**config.mk**
```make
export PLATFORM = sky130hd
export DESIGN_NAME = sbma_arbiter
export DESIGN_NICKNAME = d
export VERILOG_FILES = /design/src/design/sbma_pkg.sv /design/src/design/sbma_arbiter.sv
export SDC_FILE = /design/constraint.sdc
export NUM_CORES = 1
export LEC_CHECK = 0
export ABC_AREA = 0
export BUFFER_PORTS_ARGS = -buffer_cell sky130_fd_sc_hd__buf_4
export CELL_PAD_IN_SITES_DETAIL_PLACEMENT = 1
export CELL_PAD_IN_SITES_GLOBAL_PLACEMENT = 2
export CORE_ASPECT_RATIO = 1.4
export CORE_MARGIN = 5
export CORE_UTILIZATION = 31
export DETAILED_ROUTE_END_ITERATION = 12
export GPL_TIMING_DRIVEN = 0
export PLACE_DENSITY_LB_ADDON = 0.1
export SLEW_MARGIN = 20
export SYNTH_ARGS = -nofsm -noshare
export SYNTH_HDL_FRONTEND = slang
export SYNTH_SLANG_ARGS = --single-unit
```
**constraint.sdc**
```tcl
create_clock -name ref_clk_i -period 4.1 [get_ports ref_clk_i]
set_clock_uncertainty 0.15 [all_clocks]
set_input_delay 0.82 -clock ref_clk_i [delete_from_list [all_inputs] [get_ports ref_clk_i]]
set_output_delay 0.82 -clock ref_clk_i [all_outputs]
set_load 0.005 [all_outputs]
```
**src/design/sbma_pkg.sv**
```systemverilog
// package for the system bus master arbiter
// assumes a single 125 MHz reference clock and synchronous reset
package sbma_pkg;
    // command delay, printed figure in ns, converted to reference clocks
    localparam int CMD_DELAY_NS = 100;
    localparam int CLK_PERIOD_NS = 8;
    localparam int CMD_DELAY_CYC =
        (CMD_DELAY_NS + CLK_PERIOD_NS - 1) / CLK_PERIOD_NS;
    localparam int CMD_DELAY_SHORT_CYC = 2;
    localparam int DLY_W = 8;
    localparam logic [DLY_W-1:0] DLY_LONG = DLY_W'(CMD_DELAY_CYC);
    localparam logic [DLY_W-1:0] DLY_SHORT = DLY_W'(CMD_DELAY_SHORT_CYC);
    localparam logic [1:0] SYNC_RESET = 2'h3;

    // one-hot command kinds, active high internally
    typedef struct packed {
        logic mem_rd;
        logic mem_wr;
        logic io_rd;
        logic io_wr;
    } sbma_cmd_t;

    // bus arbitration pins, all active low
    typedef struct packed {
        logic breq_n;
        logic bpro_n;
        logic busy_n;
    } sbma_arb_t;
endpackage

```
**src/design/sbma_arbiter.sv**
```systemverilog
// system bus master arbiter: local request capture, bus arbitration,
// command timing and acknowledge return
// assumes bus pins pass through pad logic; bclk_n arrives as a pin
//
// How it works
// - arbitration steps on the falling edge of the shared bus clock
// - a local off-board request is captured each cycle while idle; strobe always enabled
// - after one bclk rise then fall, request the bus and block priority
// - request feeds parallel resolver; priority out feeds next master
// - priority input low with busy free grants the bus; assert busy and drive enable
// - busy held means the bus is ours alone until released
// - drive enable gates address and data drivers; off means no drive
// - after drive enable and a delay, drive exactly one matching command
// - address on bus while owned; data moves in step with the command
// - slave acknowledge reaches cpu ready; cpu waits until it arrives
`timescale 1ns/100ps
module sbma_arbiter #(
    parameter int ADDR_W = 16,
    parameter int DATA_W = 8
) (
    // clock, reset, enable
    input wire logic ref_clk_i,
    input wire logic rst_i,
    input wire logic ce_i,
    // local cpu side
    input wire logic offboard_cmd_request_i,
    input wire logic cpu_mem_read_req_n_i,
    input wire logic cpu_mem_write_req_n_i,
    input wire logic cpu_io_read_req_n_i,
    input wire logic cpu_io_write_req_n_i,
    input wire logic command_delay_adjust_n_i,
    input wire logic [ADDR_W-1:0] cpu_addr_i,
    input wire logic [DATA_W-1:0] cpu_wdata_i,
    output logic [DATA_W-1:0] cpu_rdata_o,
    output logic cpu_ready_o,
    // bus arbitration pins
    input wire logic bclk_n_i,
    input wire logic bprn_n_i,
    input wire logic busy_n_i,
    output logic breq_n_o,
    output logic bpro_n_o,
    output logic busy_n_o,
    output logic busy_n_oe_o,
    output logic addr_data_drive_enable_n_o,
    // bus commands and acknowledges
    output logic mrdc_n_o,
    output logic mwtc_n_o,
    output logic iorc_n_o,
    output logic iowc_n_o,
    input wire logic xack_n_i,
    input wire logic aack_n_i,
    // bus address and data
    output logic [ADDR_W-1:0] bus_addr_o,
    output logic bus_addr_oe_o,
    input wire logic [DATA_W-1:0] bus_data_i,
    output logic [DATA_W-1:0] bus_data_o,
    output logic bus_data_oe_o
);
    typedef enum logic [2:0] {
        SBMA_IDLE, SBMA_WAIT_RISE, SBMA_WAIT_FALL, SBMA_REQ,
        SBMA_OWN, SBMA_CMD, SBMA_DONE
    } sbma_state_t;

    sbma_state_t state;
    logic [1:0] bclk_s;
    logic [1:0] bprn_s;
    logic [1:0] busy_s;
    logic [1:0] ack_s;
    logic [1:0] req_s;
    logic bclk_d;
    logic req_cap;
    localparam int DLY_W_L = sbma_pkg::DLY_W;
    logic [DLY_W_L-1:0] dly_cnt;
    sbma_pkg::sbma_cmd_t cmd_cap;
    sbma_pkg::sbma_cmd_t cmd_drv;
    logic rise;
    logic fall;
    logic ack;
    logic granted;

    function automatic sbma_pkg::sbma_cmd_t decode_cmd(
        input logic mr_n, input logic mw_n, input logic ir_n,
        input logic iw_n);
        sbma_pkg::sbma_cmd_t c;
        c = '0;
        // one command only, memory read first
        if (!mr_n) begin
            c.mem_rd = 1'b1;
        end else if (!mw_n) begin
            c.mem_wr = 1'b1;
        end else if (!ir_n) begin
            c.io_rd = 1'b1;
        end else if (!iw_n) begin
            c.io_wr = 1'b1;
        end
        return c;
    endfunction

    // pin synchronisers
    always_ff @(posedge ref_clk_i) begin
        if (rst_i) begin
            bclk_s <= sbma_pkg::SYNC_RESET;
            bprn_s <= sbma_pkg::SYNC_RESET;
            busy_s <= sbma_pkg::SYNC_RESET;
            ack_s <= sbma_pkg::SYNC_RESET;
            req_s <= 2'h0;
            bclk_d <= 1'b1;
        end else if (ce_i) begin
            bclk_s <= {bclk_s[0], bclk_n_i};
            bprn_s <= {bprn_s[0], bprn_n_i};
            busy_s <= {busy_s[0], busy_n_i};
            ack_s <= {ack_s[0], xack_n_i & aack_n_i};
            req_s <= {req_s[0], offboard_cmd_request_i};
            bclk_d <= bclk_s[1];
        end
    end

    assign rise = bclk_s[1] & ~bclk_d;
    assign fall = ~bclk_s[1] & bclk_d;
    assign ack = ~ack_s[1];
    // grant only when priority is ours and no one else holds busy
    assign granted = ~bprn_s[1] & busy_s[1];

    // request capture, strobe always on
    always_ff @(posedge ref_clk_i) begin
        if (rst_i) begin
            req_cap <= 1'b0;
            cmd_cap <= '0;
        end else if (ce_i) begin
            if (state == SBMA_IDLE) begin
                req_cap <= req_s[1];
                cmd_cap <= decode_cmd(cpu_mem_read_req_n_i,
                    cpu_mem_write_req_n_i, cpu_io_read_req_n_i,
                    cpu_io_write_req_n_i);
            end else if (state == SBMA_DONE) begin
                req_cap <= 1'b0;
                // kind for a follow-on command while the bus is held
                cmd_cap <= decode_cmd(cpu_mem_read_req_n_i,
                    cpu_mem_write_req_n_i, cpu_io_read_req_n_i,
                    cpu_io_write_req_n_i);
            end
        end
    end

    // arbitration sequencer
    always_ff @(posedge ref_clk_i) begin
        if (rst_i) begin
            state <= SBMA_IDLE;
        end else if (ce_i) begin
            unique case (state)
                SBMA_IDLE: begin
                    if (req_cap) begin
                        state <= SBMA_WAIT_RISE;
                    end
                end
                SBMA_WAIT_RISE: begin
                    if (rise) begin
                        state <= SBMA_WAIT_FALL;
                    end
                end
                SBMA_WAIT_FALL: begin
                    if (fall) begin
                        state <= SBMA_REQ;
                    end
                end
                SBMA_REQ: begin
                    if (fall && granted) begin
                        state <= SBMA_OWN;
                    end
                end
                SBMA_OWN: begin
                    if (dly_cnt == '0) begin
                        state <= SBMA_CMD;
                    end
                end
                SBMA_CMD: begin
                    if (ack) begin
                        state <= SBMA_DONE;
                    end
                end
                SBMA_DONE: begin
                    // slave drops ack when command withdrawn
                    if (!ack) begin
                        if (req_s[1]) begin
                            state <= SBMA_OWN;
                        end else begin
                            state <= SBMA_IDLE;
                        end
                    end
                end
            endcase
        end
    end

    // command delay counter
    always_ff @(posedge ref_clk_i) begin
        if (rst_i) begin
            dly_cnt <= '0;
        end else if (ce_i) begin
            if (state != SBMA_OWN) begin
                dly_cnt <= command_delay_adjust_n_i ? sbma_pkg::DLY_LONG
                                                    : sbma_pkg::DLY_SHORT;
            end else if (dly_cnt != '0) begin
                dly_cnt <= dly_cnt - 1'b1;
            end
        end
    end

    // command outputs and read data capture
    always_ff @(posedge ref_clk_i) begin
        if (rst_i) begin
            cmd_drv <= '0;
            cpu_rdata_o <= '0;
        end else if (ce_i) begin
            if (state == SBMA_OWN && dly_cnt == '0) begin
                cmd_drv <= cmd_cap;
            end else if (state == SBMA_CMD && ack) begin
                cmd_drv <= '0;
                if (cmd_drv.mem_rd || cmd_drv.io_rd) begin
                    cpu_rdata_o <= bus_data_i;
                end
            end
        end
    end

    // address and write data latch
    always_ff @(posedge ref_clk_i) begin
        if (rst_i) begin
            bus_addr_o <= '0;
            bus_data_o <= '0;
        end else if (ce_i && state == SBMA_OWN) begin
            bus_addr_o <= cpu_addr_i;
            bus_data_o <= cpu_wdata_i;
        end
    end

    logic own;
    assign own = (state == SBMA_OWN) || (state == SBMA_CMD) ||
                 (state == SBMA_DONE);
    assign breq_n_o = ~((state == SBMA_REQ) || own);
    assign bpro_n_o = (state == SBMA_IDLE) ? bprn_s[1] : 1'b1;
    assign busy_n_o = ~own;
    assign busy_n_oe_o = own;
    assign addr_data_drive_enable_n_o = ~own;
    assign bus_addr_oe_o = own;
    assign bus_data_oe_o = own & (cmd_drv.mem_wr | cmd_drv.io_wr);
    assign mrdc_n_o = ~cmd_drv.mem_rd;
    assign mwtc_n_o = ~cmd_drv.mem_wr;
    assign iorc_n_o = ~cmd_drv.io_rd;
    assign iowc_n_o = ~cmd_drv.io_wr;
    assign cpu_ready_o = (state == SBMA_CMD) & ack;

    // assertions
    property p_one_cmd;
        @(posedge ref_clk_i) disable iff (rst_i)
        $onehot0({mrdc_n_o, mwtc_n_o, iorc_n_o, iowc_n_o} ^ 4'hf);
    endproperty
    a_one_cmd: assert property (p_one_cmd) else $error("two commands");

    property p_cmd_needs_enable;
        @(posedge ref_clk_i) disable iff (rst_i)
        (!mrdc_n_o || !mwtc_n_o || !iorc_n_o || !iowc_n_o)
            |-> !addr_data_drive_enable_n_o && bus_addr_oe_o;
    endproperty
    a_cmd_needs_enable: assert property (p_cmd_needs_enable)
        else $error("command without drive enable");

    property p_busy_with_enable;
        @(posedge ref_clk_i) disable iff (rst_i)
        busy_n_o == addr_data_drive_enable_n_o;
    endproperty
    a_busy_with_enable: assert property (p_busy_with_enable)
        else $error("busy and enable differ");

    property p_breq_blocks_pro;
        @(posedge ref_clk_i) disable iff (rst_i)
        !breq_n_o |-> bpro_n_o;
    endproperty
    a_breq_blocks_pro: assert property (p_breq_blocks_pro)
        else $error("priority passed while requesting");

    property p_busy_has_breq;
        @(posedge ref_clk_i) disable iff (rst_i)
        !busy_n_o |-> !breq_n_o;
    endproperty
    a_busy_has_breq: assert property (p_busy_has_breq)
        else $error("busy without request");

    property p_ready_only_on_ack;
        @(posedge ref_clk_i) disable iff (rst_i)
        cpu_ready_o |-> ack;
    endproperty
    a_ready_only_on_ack: assert property (p_ready_only_on_ack)
        else $error("ready without acknowledge");

    property p_cmd_ends_after_ack;
        @(posedge ref_clk_i) disable iff (rst_i)
        (cpu_ready_o && ce_i) |=> (mrdc_n_o && mwtc_n_o && iorc_n_o &&
                                   iowc_n_o);
    endproperty
    a_cmd_ends_after_ack: assert property (p_cmd_ends_after_ack)
        else $error("command held after acknowledge");

    property p_grant_on_fall;
        @(posedge ref_clk_i) disable iff (rst_i)
        ($fell(busy_n_o) && $past(state) == SBMA_REQ) |-> $past(fall);
    endproperty
    a_grant_on_fall: assert property (p_grant_on_fall)
        else $error("grant taken off falling edge");

    property p_no_drive_idle;
        @(posedge ref_clk_i) disable iff (rst_i)
        addr_data_drive_enable_n_o |-> !bus_addr_oe_o && !bus_data_oe_o;
    endproperty
    a_no_drive_idle: assert property (p_no_drive_idle)
        else $error("drivers on while disabled");
endmodule // sbma_arbiter

```
# --- Word level (Yosys, flattened, before mapping) ---
# Index checks and enable logic that the tools add are counted.
classes:
  bitwise_logic: 18
  muxes: 26
  addsub: 1
  n_eq_ne: 14
  reduce_logical: 19
ops:
  columns: ["operator", "count"]
  rows:
  - ["2-to-1 mux 3 bit", 9]
  - ["one-hot mux 3 bit (7 select lines)", 1]
  - ["2-to-1 mux 4 bit", 5]
  - ["2-to-1 mux 8 bit", 2]
  - ["inequality test 2 bit (second input constant)", 7]
  - ["inverter 1 bit", 11]
  - ["== test 3 bit (second input constant)", 3]
  - ["zero test 8 bit", 1]
  - ["2-to-1 mux 1 bit", 8]
  - ["AND reduction 8 bit", 1]
  - ["nonzero test 8 bit", 1]
  - ["subtractor 8 x 1 -> 8 bit (second input constant)", 1]
  - ["bitwise AND 1 bit", 6]
  - ["== test 3 x 2 -> 1 bit (second input constant)", 2]
  - ["AND reduction 2 bit", 3]
  - ["nonzero test 2 bit", 3]
  - ["logical AND 1 bit", 4]
  - ["logical OR 1 bit", 4]
  - ["AND reduction 4 bit", 1]
  - ["== test 3 x 1 -> 1 bit (second input constant)", 1]
  - ["zero test 3 bit", 1]
  - ["inequality test 3 bit (second input constant)", 1]
  - ["2-to-1 mux 2 bit", 1]
  - ["bitwise OR 1 bit", 1]
word_totals:
  input_bits: 46
  reg_bits: 63
  out_inout_bits: 44
  elab_cells: 98

# --- Depth between registers and ports, before layout ---
# Gate-level depths: netlist (run 1).
logic_depth:
  depth_word: 6
  depth_mapped: 8
  depth_no_buf: 6

# --- Least setup slack after synthesis (run 1) ---
# OpenSTA, ideal clock, no wires.
synth_path:
  path_kind: "input to register"
  from: "input ce_i"
  to: "register req_s[0]"
  arrival_ns: 1.846
  required_ns: 3.822
  setup_ns: 0.128
  slack_ns: 1.976
  cell_stages: 5
  n_path_buf: 3
  cell_sequence: "buf_2 clkbuf_1 clkbuf_1 mux2i_1 nor2_1"
synth_rtl:
  columns: ["item", "line_no", "text"]
  rows:
  - ["start: declaration", "sbma_arbiter.sv:24", "input wire logic ce_i,"]
  - ["end signal: assignment", "sbma_arbiter.sv:113", "req_s <= {req_s[0], offboard_cmd_request_i};"]
  - ["end: declaration", "sbma_arbiter.sv:69", "logic [1:0] req_s;"]

# --- Worst setup path after layout (run 1) ---
layout_path:
  from: "register state[2]"
  to: "output bus_data_oe_o"
layout_via:
  elab_chain_cells: 4
  word_cells_on_any_way: 6
  cone_classes: "eq/ne: 3; bitwise: 1; reduce/logical: 2"
layout_rtl:
  columns: ["item", "line_no", "text"]
  rows:
  - ["start: declaration", "sbma_arbiter.sv:64", "sbma_state_t state;"]
  - ["start signal: assignment", "sbma_arbiter.sv:148", "state <= SBMA_IDLE;"]
  - ["start signal: assignment", "sbma_arbiter.sv:153", "state <= SBMA_WAIT_RISE;"]
  - ["start signal: assignment", "sbma_arbiter.sv:158", "state <= SBMA_WAIT_FALL;"]
  - ["== test 3 bit", "sbma_arbiter.sv:238", "assign own = (state == SBMA_OWN) || (state == SBMA_CMD) ||"]
  - ["logical OR 1 bit", "sbma_arbiter.sv:238", null]
  - ["logical OR 1 bit (*)", "sbma_arbiter.sv:238", null]
  - ["bitwise AND 1 bit (*)", "sbma_arbiter.sv:246", "assign bus_data_oe_o = own & (cmd_drv.mem_wr | cmd_drv.io_wr);"]
  - ["end: declaration", "sbma_arbiter.sv:57", "output logic bus_data_oe_o"]
# Every way passes the cells marked *; elsewhere a longest branch is shown, timed or not.

==> flow_metrics.env, run 1 <==
export IMPL_synth_top_cell_area_share=0.4607
export IMPL_diodes=0
export IMPL_ys_flop_type="dfxtp_1"
export IMPL_place_inst=511
export IMPL_endpoint_kind="output pin"
export IMPL_grt_usage=0.1589
export IMPL_setup_viol=0
export IMPL_drcViolationCount=0
export IMPL_gp_congestion=0.7245
export IMPL_fp_dieW_um=89.42
export IMPL_antenna_found_initial=0
export IMPL_setup_slack_ns=1.306
export IMPL_switching_share=0.2164
export IMPL_synth_compound_area_share=0.2130
export IMPL_cts_repair_resized=0
export IMPL_path_depth=5
export IMPL_muxShareOfSynthArea=0.04388
export IMPL_vdd_drop_max_mv=0.2763
export IMPL_rsz0062_at_grt="false"
export IMPL_core_area_mm2=0.008608
export IMPL_critical_path_class="reg2out"
export IMPL_netlist_cell_type_count=54
export IMPL_postSynthCellCount=318
export IMPL_cts_tree="done"
export IMPL_tightestPinTransition_ns=0.5768
export IMPL_path_max_fanout=10
export IMPL_synthAdderAreaFrac=0.009141
export IMPL_final_cell_count_no_fill=527
export IMPL_critPathMaxStageDelay_ns=0.49
export IMPL_cp_num_buf_inv=3
export IMPL_synth_nets=366
export IMPL_cts_buffers=9
export IMPL_synth_xor_area_frac=0.006399
export IMPL_die_area_mm2=0.01084
export IMPL_finalHoldViolations=0
export IMPL_drv_slew=0
export IMPL_avgSynthCellArea_um2=8.609
export IMPL_fmax_ghz=0.3579
export IMPL_nets=465
export IMPL_ios=90
export IMPL_power_net_switching_w=0.0003451
export IMPL_p_leak_nw=1.549
export IMPL_critPathTopFamily="buffers and inverters"
export IMPL_synth_simple_area_share=0.2134
export IMPL_min_period_ns=2.794
export IMPL_relSlewSlack=0.6143
export IMPL_dp_hpwl_mm=6.260
export IMPL_ys_seq_area_frac=0.4607
export IMPL_p_comb_frac=0.073
export IMPL_synthTopCellsByCount="63 x dfxtp_1, 55 x nand2_1, 38 x a21oi_1, 26 x nor2_1, 14 x clkbuf_1"
export IMPL_hold_path_class="reg2reg"
export IMPL_h_tree_depth=3
export IMPL_wire_per_inst_um=15.53
export IMPL_intPower_w=0.001250
export IMPL_cpMaxStageDelayCell="dfxtp_1"
export IMPL_die_y_um=121.2
export IMPL_synth_top_area_cell="dfxtp_1"
export IMPL_cts_sinks=63
export IMPL_grt_max_degree=12
export IMPL_cp_cell_sequence="clkbuf_1, and2_1, inv_1, a21oi_1, buf_4"
export IMPL_wirelength_mm=8.183
export IMPL_synth_most_common_cell="dfxtp_1"
export IMPL_setup_tns_ns=0
export IMPL_drtIter0Drc=91
export IMPL_pwr_share_clk=0.527
export IMPL_synth_top_family_by_area="simple AND/OR/NAND/NOR gates"
export IMPL_yosysWarnings=0
export IMPL_cp_start_kind="flip-flop"
export IMPL_num_rows=40
export IMPL_period_share=0.6814
export IMPL_drive_above_1_share=0.2773
export IMPL_synth_area_leaders="dfxtp_1 46%, nand2_1 7.5%, a21oi_1 6.9%"
export IMPL_cts_setup_buffers=0
export IMPL_outcome="completed"
export IMPL_async_flop_share=0
export IMPL_hold_depth=2
export IMPL_clockRootBuffer="clkbuf_16"
export IMPL_drtAntennaViolNets=0
export IMPL_ctsHoldBuffers=0
export IMPL_maxCapViolations=0
export IMPL_firstDrtPassIters=4
export IMPL_viasPerCell=4.970
export IMPL_via_count=2619
export IMPL_synth_area_mm2=0.002738
export IMPL_clk_pin_slew_ns=0.05
export IMPL_place_ws_ns=1.584
export IMPL_clk_latency_ns=0.32
export IMPL_grt_pass1_wl_mm=13.35
export IMPL_rr_worst_depth=7
export IMPL_grt_overflow_total=0
export IMPL_powerDensity_mw_per_mm2=413.0
export IMPL_syn2layout_area_growth_pct=41.09
export IMPL_synth_edf_count=0
export IMPL_pwr_share_seq=0.400
export IMPL_critPathRequiredTime_ns=3.13
export IMPL_cts_buffer_depth=2
export IMPL_synth_seq_cells=63
export IMPL_io_buffers=88
export IMPL_cp_arrival_ns=1.82
export IMPL_grt_pass1_vias=2817
export IMPL_start_util=0.3180
==> kinds of logic after synthesis <==
group,Yosys count
muxes,12
and+or+nand+nor,120
xor gates and xnor gates,2
AOI/OAI and AO/OA,85
DFF,63
adders and majority gates,2
buffers and inverters,34
==> final timing paths <==
path / slack (ns) / endpoint / start
worst max register to register: 1.92 / cmd_drv[2]$_SDFFE_PP0P_ / dly_cnt[0]$_SDFFE_PP0P_
worst max-delay path: 1.31 / bus_data_oe_o / state[2]$_SDFFE_PP0P_
worst min-delay path: 0.31 / bus_data_o[2]$_SDFFE_PP0P_ / bus_data_o[2]$_SDFFE_PP0P_
worst min register to register: 0.31 / bus_data_o[2]$_SDFFE_PP0P_ / bus_data_o[2]$_SDFFE_PP0P_
==> routing by layer <==
| layer | part of all wire | global-route usage | vias to the layer above |
|---|---|---|---|
| li1 | - | - | 1298 |
| met1 | 0.40 | 0.1732 | 1244 |
| met2 | 0.51 | 0.2703 | 62 |
| met3 | 0.066 | 0.05435 | 15 |
| met4 | 0.020 | 0.07356 | 0 |
| met5 | 0 | 0 | - |
==> state kept, by name (all words and copies together), names as in the netlist <==
signal,count
dly_cnt,8
bclk_s,2
bclk_d,1
busy_s,2
req_s,2
state,3
bus_addr_o,16
cmd_cap,4
bus_data_o,8
cpu_rdata_o,8
bprn_s,2
req_cap,1
ack_s,2
cmd_drv,4
==> placed cells by master (no fill, tap or decap), types with 2 or more instances in the layout <==
cell type | synthesis | routed
xor2_1 | 2 | 2
bufinv_16 | 0 | 2
buf_4 | 2 | 90
clkbuf_8 | 0 | 2
dfxtp_1 | 63 | 63
nand2_1 | 55 | 55
clkbuf_16 | 0 | 9
clkinvlp_4 | 0 | 2
inv_1 | 12 | 12
ha_1 | 2 | 2
buf_1 | 2 | 2
nand3_1 | 2 | 2
o21bai_1 | 2 | 2
nand2b_1 | 6 | 6
or3b_2 | 2 | 2
o211ai_1 | 3 | 3
mux2i_1 | 12 | 12
o21ai_0 | 6 | 6
a22o_1 | 4 | 4
nor3b_1 | 3 | 3
or4_1 | 3 | 3
and2_1 | 2 | 2
clkbuf_1 | 14 | 14
nor2b_1 | 11 | 11
buf_2 | 3 | 3
a211o_1 | 9 | 9
nor2_1 | 26 | 26
o21ai_1 | 3 | 3
a21oi_1 | 38 | 38
o31ai_1 | 3 | 3
==> tightest hold or removal path: cells and delay by family (launching register included) <==
kind	cells	cell delay, ns
and+or+nand+nor	1	0.05
DFF	1	0.31
AOI/OAI and AO/OA	1	0.05
==> power by group through the flow <==
stage | combinational (W) | clock (W) | sequential [W]
finish | 0.000117 | 0.000841 | 0.000637
global route | 0.000129 | 0.000885 | 0.000639
CTS | 0.000119 | 0.000854 | 0.000637
detailed placement | 0.000118 | 0 | 0.000650
global placement | 0.000115 | 0 | 0.000650
floorplan | 0.0000659 | 0 | 0.000646
==> layout make-up <==
type                            count  area, um2
Buffer                             22      101.3
Tap cell                          105      131.4
Inverter                           12      45.04
Multi-Input combinational cell    221       1330
Fill cell                        1046       4746
Timing Repair Buffer               88      660.6
Sequential cell                    63       1261
Clock inverter                      5      80.08
Clock buffer                       11      252.7
==> stage by stage <==
step           area (um2)    util  hold WS [ns]  power (W)
5_1_grt              3862  0.4487        0.3252   0.001653
6_report             3862  0.4487        0.3065   0.001595
2_1_floorplan        2738       -        0.2814  0.0007123
4_1_cts              3862  0.4487        0.3105   0.001610
3_5_place_dp         3530  0.4100        0.2979  0.0007681
3_3_place_gp         3530  0.4100        0.2853  0.0007641
Power figures use the tool's default switching activity.
==> inputs of run 2 (changes only) <==
ABC_AREA = 1   (was 0)
CORE_UTILIZATION = 25   (was 31)
clock period = 2.5 ns   (was 4.1 ns; I/O delays follow)
==> run 2 against run 1 <==
  * Global-route usage is 2.1 points lower
  * Highest routed layer unchanged
  * Largest power group unchanged
  * Largest cell class unchanged
  * Critical endpoint is now busy_n_oe_o
  * Critical path depth stayed put
  * Sequential power is 63% higher
  * Routed wire length is 11% higher
  * Cell count is 20% higher
==> flow_metrics.env, run 2 <==
export IMPL_outcome="completed"
export IMPL_synthTopCellsByCount="80 x nand2_1, 63 x dfxtp_1, 53 x a21oi_1, 50 x nand3_1, 41 x inv_1"
export IMPL_start_util=0.2537
export IMPL_synth_top_area_cell="dfxtp_1"
export IMPL_hold_worst_slack_ns=0.2362
export IMPL_clk_pin_slew_ns=0.05
export IMPL_synthAdderAreaFrac=0.008787
export IMPL_pwr_share_seq=0.432
export IMPL_rr_worst_depth=9
export IMPL_num_rows=46
export IMPL_final_util=0.3533
export IMPL_critical_path_class="reg2out"
export IMPL_finalHoldViolations=0
export IMPL_grt_max_degree=11
export IMPL_vdd_drop_max_mv=0.2907
export IMPL_netlist_cell_type_count=30
export IMPL_core_area_mm2=0.01122
export IMPL_period_share=0.8691
export IMPL_synth_seq_cells=63
export IMPL_cts_sinks=63
export IMPL_rrSetupSlack_ns=0.75
export IMPL_fillers=1399
export IMPL_gp_congestion=0.7352
export IMPL_ys_seq_area_frac=0.4429
export IMPL_seq_area_mm2=0.001261
export IMPL_cts_buffers=9
export IMPL_cp_start_kind="flip-flop"
export IMPL_cts_setup_buffers=0
export IMPL_maxCapViolations=0
export IMPL_switching_share=0.2369
export IMPL_wire_per_inst_um=14.28
export IMPL_place_ws_ns=0.3147
export IMPL_power_net_switching_w=0.0005715
export IMPL_clk_latency_ns=0.32
export IMPL_drtAntennaViolNets=0
export IMPL_yosysWarnings=0
export IMPL_worst_r2r_endpoint="cmd_drv[3]$_SDFFE_PP0P_"
export IMPL_setup_tns_ns=0
export IMPL_synth_top_family_by_area="simple AND/OR/NAND/NOR gates"
export IMPL_postSynthCellCount=387
export IMPL_async_flop_share=0
export IMPL_synth_area_mm2=0.002848
export IMPL_multi_input_area_mm2=0.001271
export IMPL_relSlewSlack=0.6041
export IMPL_via_count=2841
export IMPL_syn2layout_area_growth_pct=39.24
export IMPL_hold_path_class="in2reg"
export IMPL_clockRootBuffer="clkbuf_16"
export IMPL_layout_common_cells="95 x buf_4, 80 x nand2_1, 63 x dfxtp_1, 53 x a21oi_1, 50 x nand3_1"
export IMPL_synth_compound_area_share=0.1542
export IMPL_grt_usage=0.1375
export IMPL_ios=90
export IMPL_hold_depth=3
export IMPL_synth_most_common_cell="nand2_1"
export IMPL_min_from="bprn_n_i"
export IMPL_critPathRequiredTime_ns=1.85
export IMPL_place_inst=619
export IMPL_h_tree_depth=3
export IMPL_viasPerCell=4.474
export IMPL_grt_overflow_total=0
export IMPL_synth_area_leaders="dfxtp_1 44%, nand2_1 11%, a21oi_1 9.3%"
export IMPL_wirelength_mm=9.070
export IMPL_final_common_cell="buf_4"
export IMPL_tightestPinTransition_ns=0.5939
export IMPL_synth_top_cell_area_share=0.4429
export IMPL_fmax_ghz=0.4603
export IMPL_io_buffers=88
export IMPL_p_leak_nw=1.740
export IMPL_r2r_start="dly_cnt[0]$_SDFFE_PP0P_"
export IMPL_cts_repair_resized=0
export IMPL_cts_tree="done"
export IMPL_synth_xor_area_frac=0.003076
export IMPL_muxShareOfSynthArea=0
export IMPL_final_cell_count_no_fill=635
export IMPL_nets=534
export IMPL_intPower_w=0.001841
export IMPL_pwr_share_clk=0.478
export IMPL_fp_dieW_um=100.2
export IMPL_path_max_fanout=7
export IMPL_powerDensity_mw_per_mm2=608.4
export IMPL_rsz0062_at_grt="false"
export IMPL_grt_pass1_vias=3023
export IMPL_largest_reg_flops=16
export IMPL_diodes=0
export IMPL_synth_nets=435
export IMPL_top_register="bus_addr_o"
export IMPL_die_area_mm2=0.01366
export IMPL_die_y_um=136.3
export IMPL_setup_viol=0
export IMPL_setup_slack_ns=0.3273
export IMPL_drcViolationCount=0
export IMPL_drtIter0Drc=81
export IMPL_dp_hpwl_mm=7.031
export IMPL_cp_arrival_ns=1.52
export IMPL_grt_pass1_wl_mm=14.80
export IMPL_p_comb_frac=0.090
export IMPL_antenna_found_initial=0
export IMPL_avgSynthCellArea_um2=7.358
export IMPL_cts_buffer_depth=2
export IMPL_ctsHoldBuffers=0
export IMPL_drive_above_1_share=0.2790
export IMPL_firstDrtPassIters=4
export IMPL_drv_slew=0
export IMPL_endpoint_kind="output pin"
export IMPL_min_period_ns=2.173
export IMPL_synth_edf_count=0
export IMPL_synth_simple_area_share=0.2803
export IMPL_ys_flop_type="dfxtp_1"
export IMPL_whs_endpoint="bprn_s[0]$_SDFFE_PP1P_"
==> run 2: changes by cell type after synthesis, sizes merged, moves of 11 or more <==
cell / previous run / this run
a21oi: 38 / 53
inv: 12 / 43
mux2i: 12 / 0
nand2: 55 / 85
nand3: 2 / 50
nor2b: 11 / 0
o21ai: 9 / 23
==> run 2: cell families after synthesis <==
kind of cell,count (synthesis)
AND/OR/NAND/NOR,176
AO/OA/AOI/OAI,80
buffers and inverters,65
XOR/XNOR,1
adder cells (fa/ha/maj),2
flip-flops,63
==> run 2: layout make-up <==
class | count | area share
Timing Repair Buffer | 88 | 0.1666
Tap cell | 144 | 0.04544
Inverter | 43 | 0.04134
Clock buffer | 12 | 0.06469
Buffer | 22 | 0.03818
Multi-Input combinational cell | 259 | 0.3206
Sequential cell | 63 | 0.3181
Clock inverter | 4 | 0.005049
==> run 2: power groups by stage <==
stage	registers, W	clock network (W)	logic, W
after floorplan	0.00106	0	0.000123
after global placement	0.00106	0	0.000219
after detailed placement	0.00106	0	0.000222
after CTS	0.00104	0.00120	0.000223
after global routing	0.00104	0.00125	0.000248
final	0.00104	0.00115	0.000217
==> run 2: worst max-delay path by stage <==
stage                          start                     to  slack (ns)  cells past startpoint
5_1_grt        state[0]$_SDFFE_PP0P_            busy_n_oe_o        0.19                      5
4_1_cts        state[0]$_SDFFE_PP0P_               breq_n_o        0.25                      5
3_5_place_dp                   rst_i  req_s[1]$_SDFFE_PP0P_        0.31                      5
2_1_floorplan  state[0]$_SDFFE_PP0P_            busy_n_oe_o        0.96                      4
6_report       state[0]$_SDFFE_PP0P_            busy_n_oe_o        0.33                      5
3_3_place_gp                   rst_i  req_s[0]$_SDFFE_PP0P_        0.39                      5
==> run 2: through the flow <==
stage | instance area [um2] | power (W)
after global routing | 3965 | 0.002546
after detailed placement | 3689 | 0.001286
after CTS | 3965 | 0.002469
final | 3965 | 0.002412
after floorplan | 2848 | 0.001183
after global placement | 3689 | 0.001282
==> run 2: critical path, stage by stage (launching register included) <==
cell and delay, ns:
dfxtp_1 0.50, nand2_1 0.12, nand2_1 0.23, inv_1 0.09, buf_4 0.13, buf_4 0.12
==> run 2: layer usage <==
metal / up-vias / share of wire / GRT usage
met4: 0 / 0.011 / 0.04045
met1: 1330 / 0.41 / 0.1563
li1: 1451 / - / -
met3: 6 / 0.049 / 0.03542
met2: 54 / 0.53 / 0.2496
met5: - / 0 / 0
==> inputs of run 3 (changes only) <==
CORE_ASPECT_RATIO = default   (was 1.4)
==> run 3 against run 2 <==
  * Die area shrank 0.22%
  * Total power grew 13%
  * Hold slack lost 0.013 ns
  * Largest power group unchanged
  * Via count shrank 0.99%
  * Register-to-register slack is essentially flat
  * Critical endpoint unchanged
  * Fmax grew 3.0%
  * Global-route usage grew 0.050 points
  * Combinational power is essentially flat
==> flow_metrics.env, run 3 (synthesis gave the netlist of run 2 again) <==
export IMPL_outcome="completed"
export IMPL_critPathRequiredTime_ns=1.85
export IMPL_cp_arrival_ns=1.46
export IMPL_place_inst=618
export IMPL_fp_dieW_um=116.7
export IMPL_maxCapViolations=0
export IMPL_drtAntennaViolNets=0
export IMPL_grt_max_degree=11
export IMPL_antenna_found_initial=0
export IMPL_r2r_start="dly_cnt[0]$_SDFFE_PP0P_"
export IMPL_fmax_ghz=0.4739
export IMPL_clk_latency_ns=0.33
export IMPL_placed_area_mm2=0.003687
export IMPL_wirelength_mm=9.112
export IMPL_firstDrtPassIters=4
export IMPL_cts_repair_resized=0
export IMPL_grt_pass1_wl_mm=14.55
export IMPL_dp_hpwl_mm=6.914
export IMPL_syn2layout_area_growth_pct=41.65
export IMPL_core_area_mm2=0.01127
export IMPL_cts_setup_buffers=0
export IMPL_via_count=2813
export IMPL_finalHoldViolations=0
export IMPL_min_from="busy_n_i"
export IMPL_endpoint_kind="output pin"
export IMPL_drcViolationCount=0
export IMPL_fillers=1390
export IMPL_min_period_ns=2.110
export IMPL_vdd_drop_max_mv=0.3630
export IMPL_pwr_share_seq=0.382
export IMPL_clk_pin_slew_ns=0.06
export IMPL_largest_reg_flops=16
export IMPL_layout_common_cells="95 x buf_4, 80 x nand2_1, 63 x dfxtp_1, 53 x a21oi_1, 50 x nand3_1"
export IMPL_hold_path_class="in2reg"
export IMPL_switching_share=0.2151
export IMPL_stdcell_area_mm2=0.004034
export IMPL_clockRootBuffer="clkbuf_16"
export IMPL_die_y_um=116.7
export IMPL_rsz0062_at_grt="false"
export IMPL_grt_usage=0.1380
export IMPL_num_rows=39
export IMPL_die_area_mm2=0.01363
export IMPL_drive_above_1_share=0.2776
export IMPL_pwr_share_clk=0.539
export IMPL_viasPerCell=4.444
export IMPL_relSlewSlack=0.6079
export IMPL_wire_per_inst_um=14.39
export IMPL_grt_overflow_total=0
export IMPL_path_max_fanout=7
export IMPL_cts_buffers=9
export IMPL_nets=534
export IMPL_crit_start="state[0]$_SDFFE_PP0P_"
export IMPL_p_comb_frac=0.079
export IMPL_final_cell_count_no_fill=633
export IMPL_diodes=0
export IMPL_cts_buffer_depth=2
export IMPL_critical_path_class="reg2out"
export IMPL_ios=90
export IMPL_power_net_switching_w=0.0005882
export IMPL_drtIter0Drc=73
export IMPL_cts_tree="done"
export IMPL_gp_congestion=0.8257
export IMPL_final_util=0.3579
export IMPL_h_tree_depth=3
export IMPL_grt_pass1_vias=3005
export IMPL_setup_tns_ns=0
export IMPL_final_common_cell="buf_4"
export IMPL_cp_start_kind="flip-flop"
export IMPL_cts_sinks=63
export IMPL_drv_slew=0
export IMPL_p_leak_nw=1.766
export IMPL_ctsHoldBuffers=0
export IMPL_intPower_w=0.002146
export IMPL_hold_worst_slack_ns=0.2233
export IMPL_io_buffers=88
export IMPL_start_util=0.2526
export IMPL_tightestPinTransition_ns=0.5881
export IMPL_top_register="bus_addr_o"
export IMPL_powerDensity_mw_per_mm2=677.8
export IMPL_setup_viol=0
export IMPL_period_share=0.8440
-- run 3: changes by cell type in the layout (fill, tap and decap cells not counted) --
cell	change
bufinv_16	+3
clkinv_2	-4
-- run 3: power by group through the flow --
| stage | sequential (W) | combinational (W) | clock [W] |
|---|---|---|---|
| detailed placement | 0.00106 | 0.000221 | 0 |
| floorplan | 0.00106 | 0.000123 | 0 |
| global placement | 0.00106 | 0.000217 | 0 |
| CTS | 0.00104 | 0.000222 | 0.00151 |
| global route | 0.00105 | 0.000246 | 0.00156 |
| finish | 0.00104 | 0.000216 | 0.00147 |
-- run 3: final timing paths --
check                                                   end  slack [ns]  depth (start not counted)
worst min register to register  cpu_rdata_o[1]$_SDFFE_PP0P_        0.30                          2
worst max-delay path                            busy_n_oe_o        0.39                          5
worst min-delay path                 busy_s[0]$_SDFFE_PP1P_        0.22                          3
worst max register to register      cmd_drv[3]$_SDFFE_PP0P_        0.75                          9
-- run 3: routing by layer --
| layer | share of wire | global-route usage | vias up |
|---|---|---|---|
| met4 | 0.016 | 0.05505 | 0 |
| met5 | 0 | 0 | - |
| met3 | 0.061 | 0.05130 | 12 |
| li1 | - | - | 1454 |
| met2 | 0.48 | 0.2264 | 49 |
| met1 | 0.44 | 0.1631 | 1298 |
-- run 3: layout make-up --
| class | count | area [um2] | area share |
|---|---|---|---|
| plain buffers | 22 | 151.4 | 0.03753 |
| clock buffers | 12 | 256.5 | 0.06359 |
| clock inverters | 3 | 90.09 | 0.02233 |
| inverters | 43 | 163.9 | 0.04063 |
| multi-input cells | 259 | 1271 | 0.3151 |
| flip-flops and latches | 63 | 1261 | 0.3127 |
| well taps | 143 | 178.9 | 0.04435 |
| repair buffers | 88 | 660.6 | 0.1638 |
-- run 3: stage by stage --
stage	total power, W	setup WS [ns]
final	0.002734	0.3899
after global placement	0.001281	0.4523
after CTS	0.002780	0.3366
after detailed placement	0.001285	0.4165
after floorplan	0.001183	0.9592
after global routing	0.002848	0.1901
-- run 3: worst max-delay path, stage by stage, from the launching register on --
cell     delay [ns]
dfxtp_1        0.51
nand2_1        0.12
nand2_1        0.17
inv_1          0.07
buf_4          0.13
buf_4          0.12
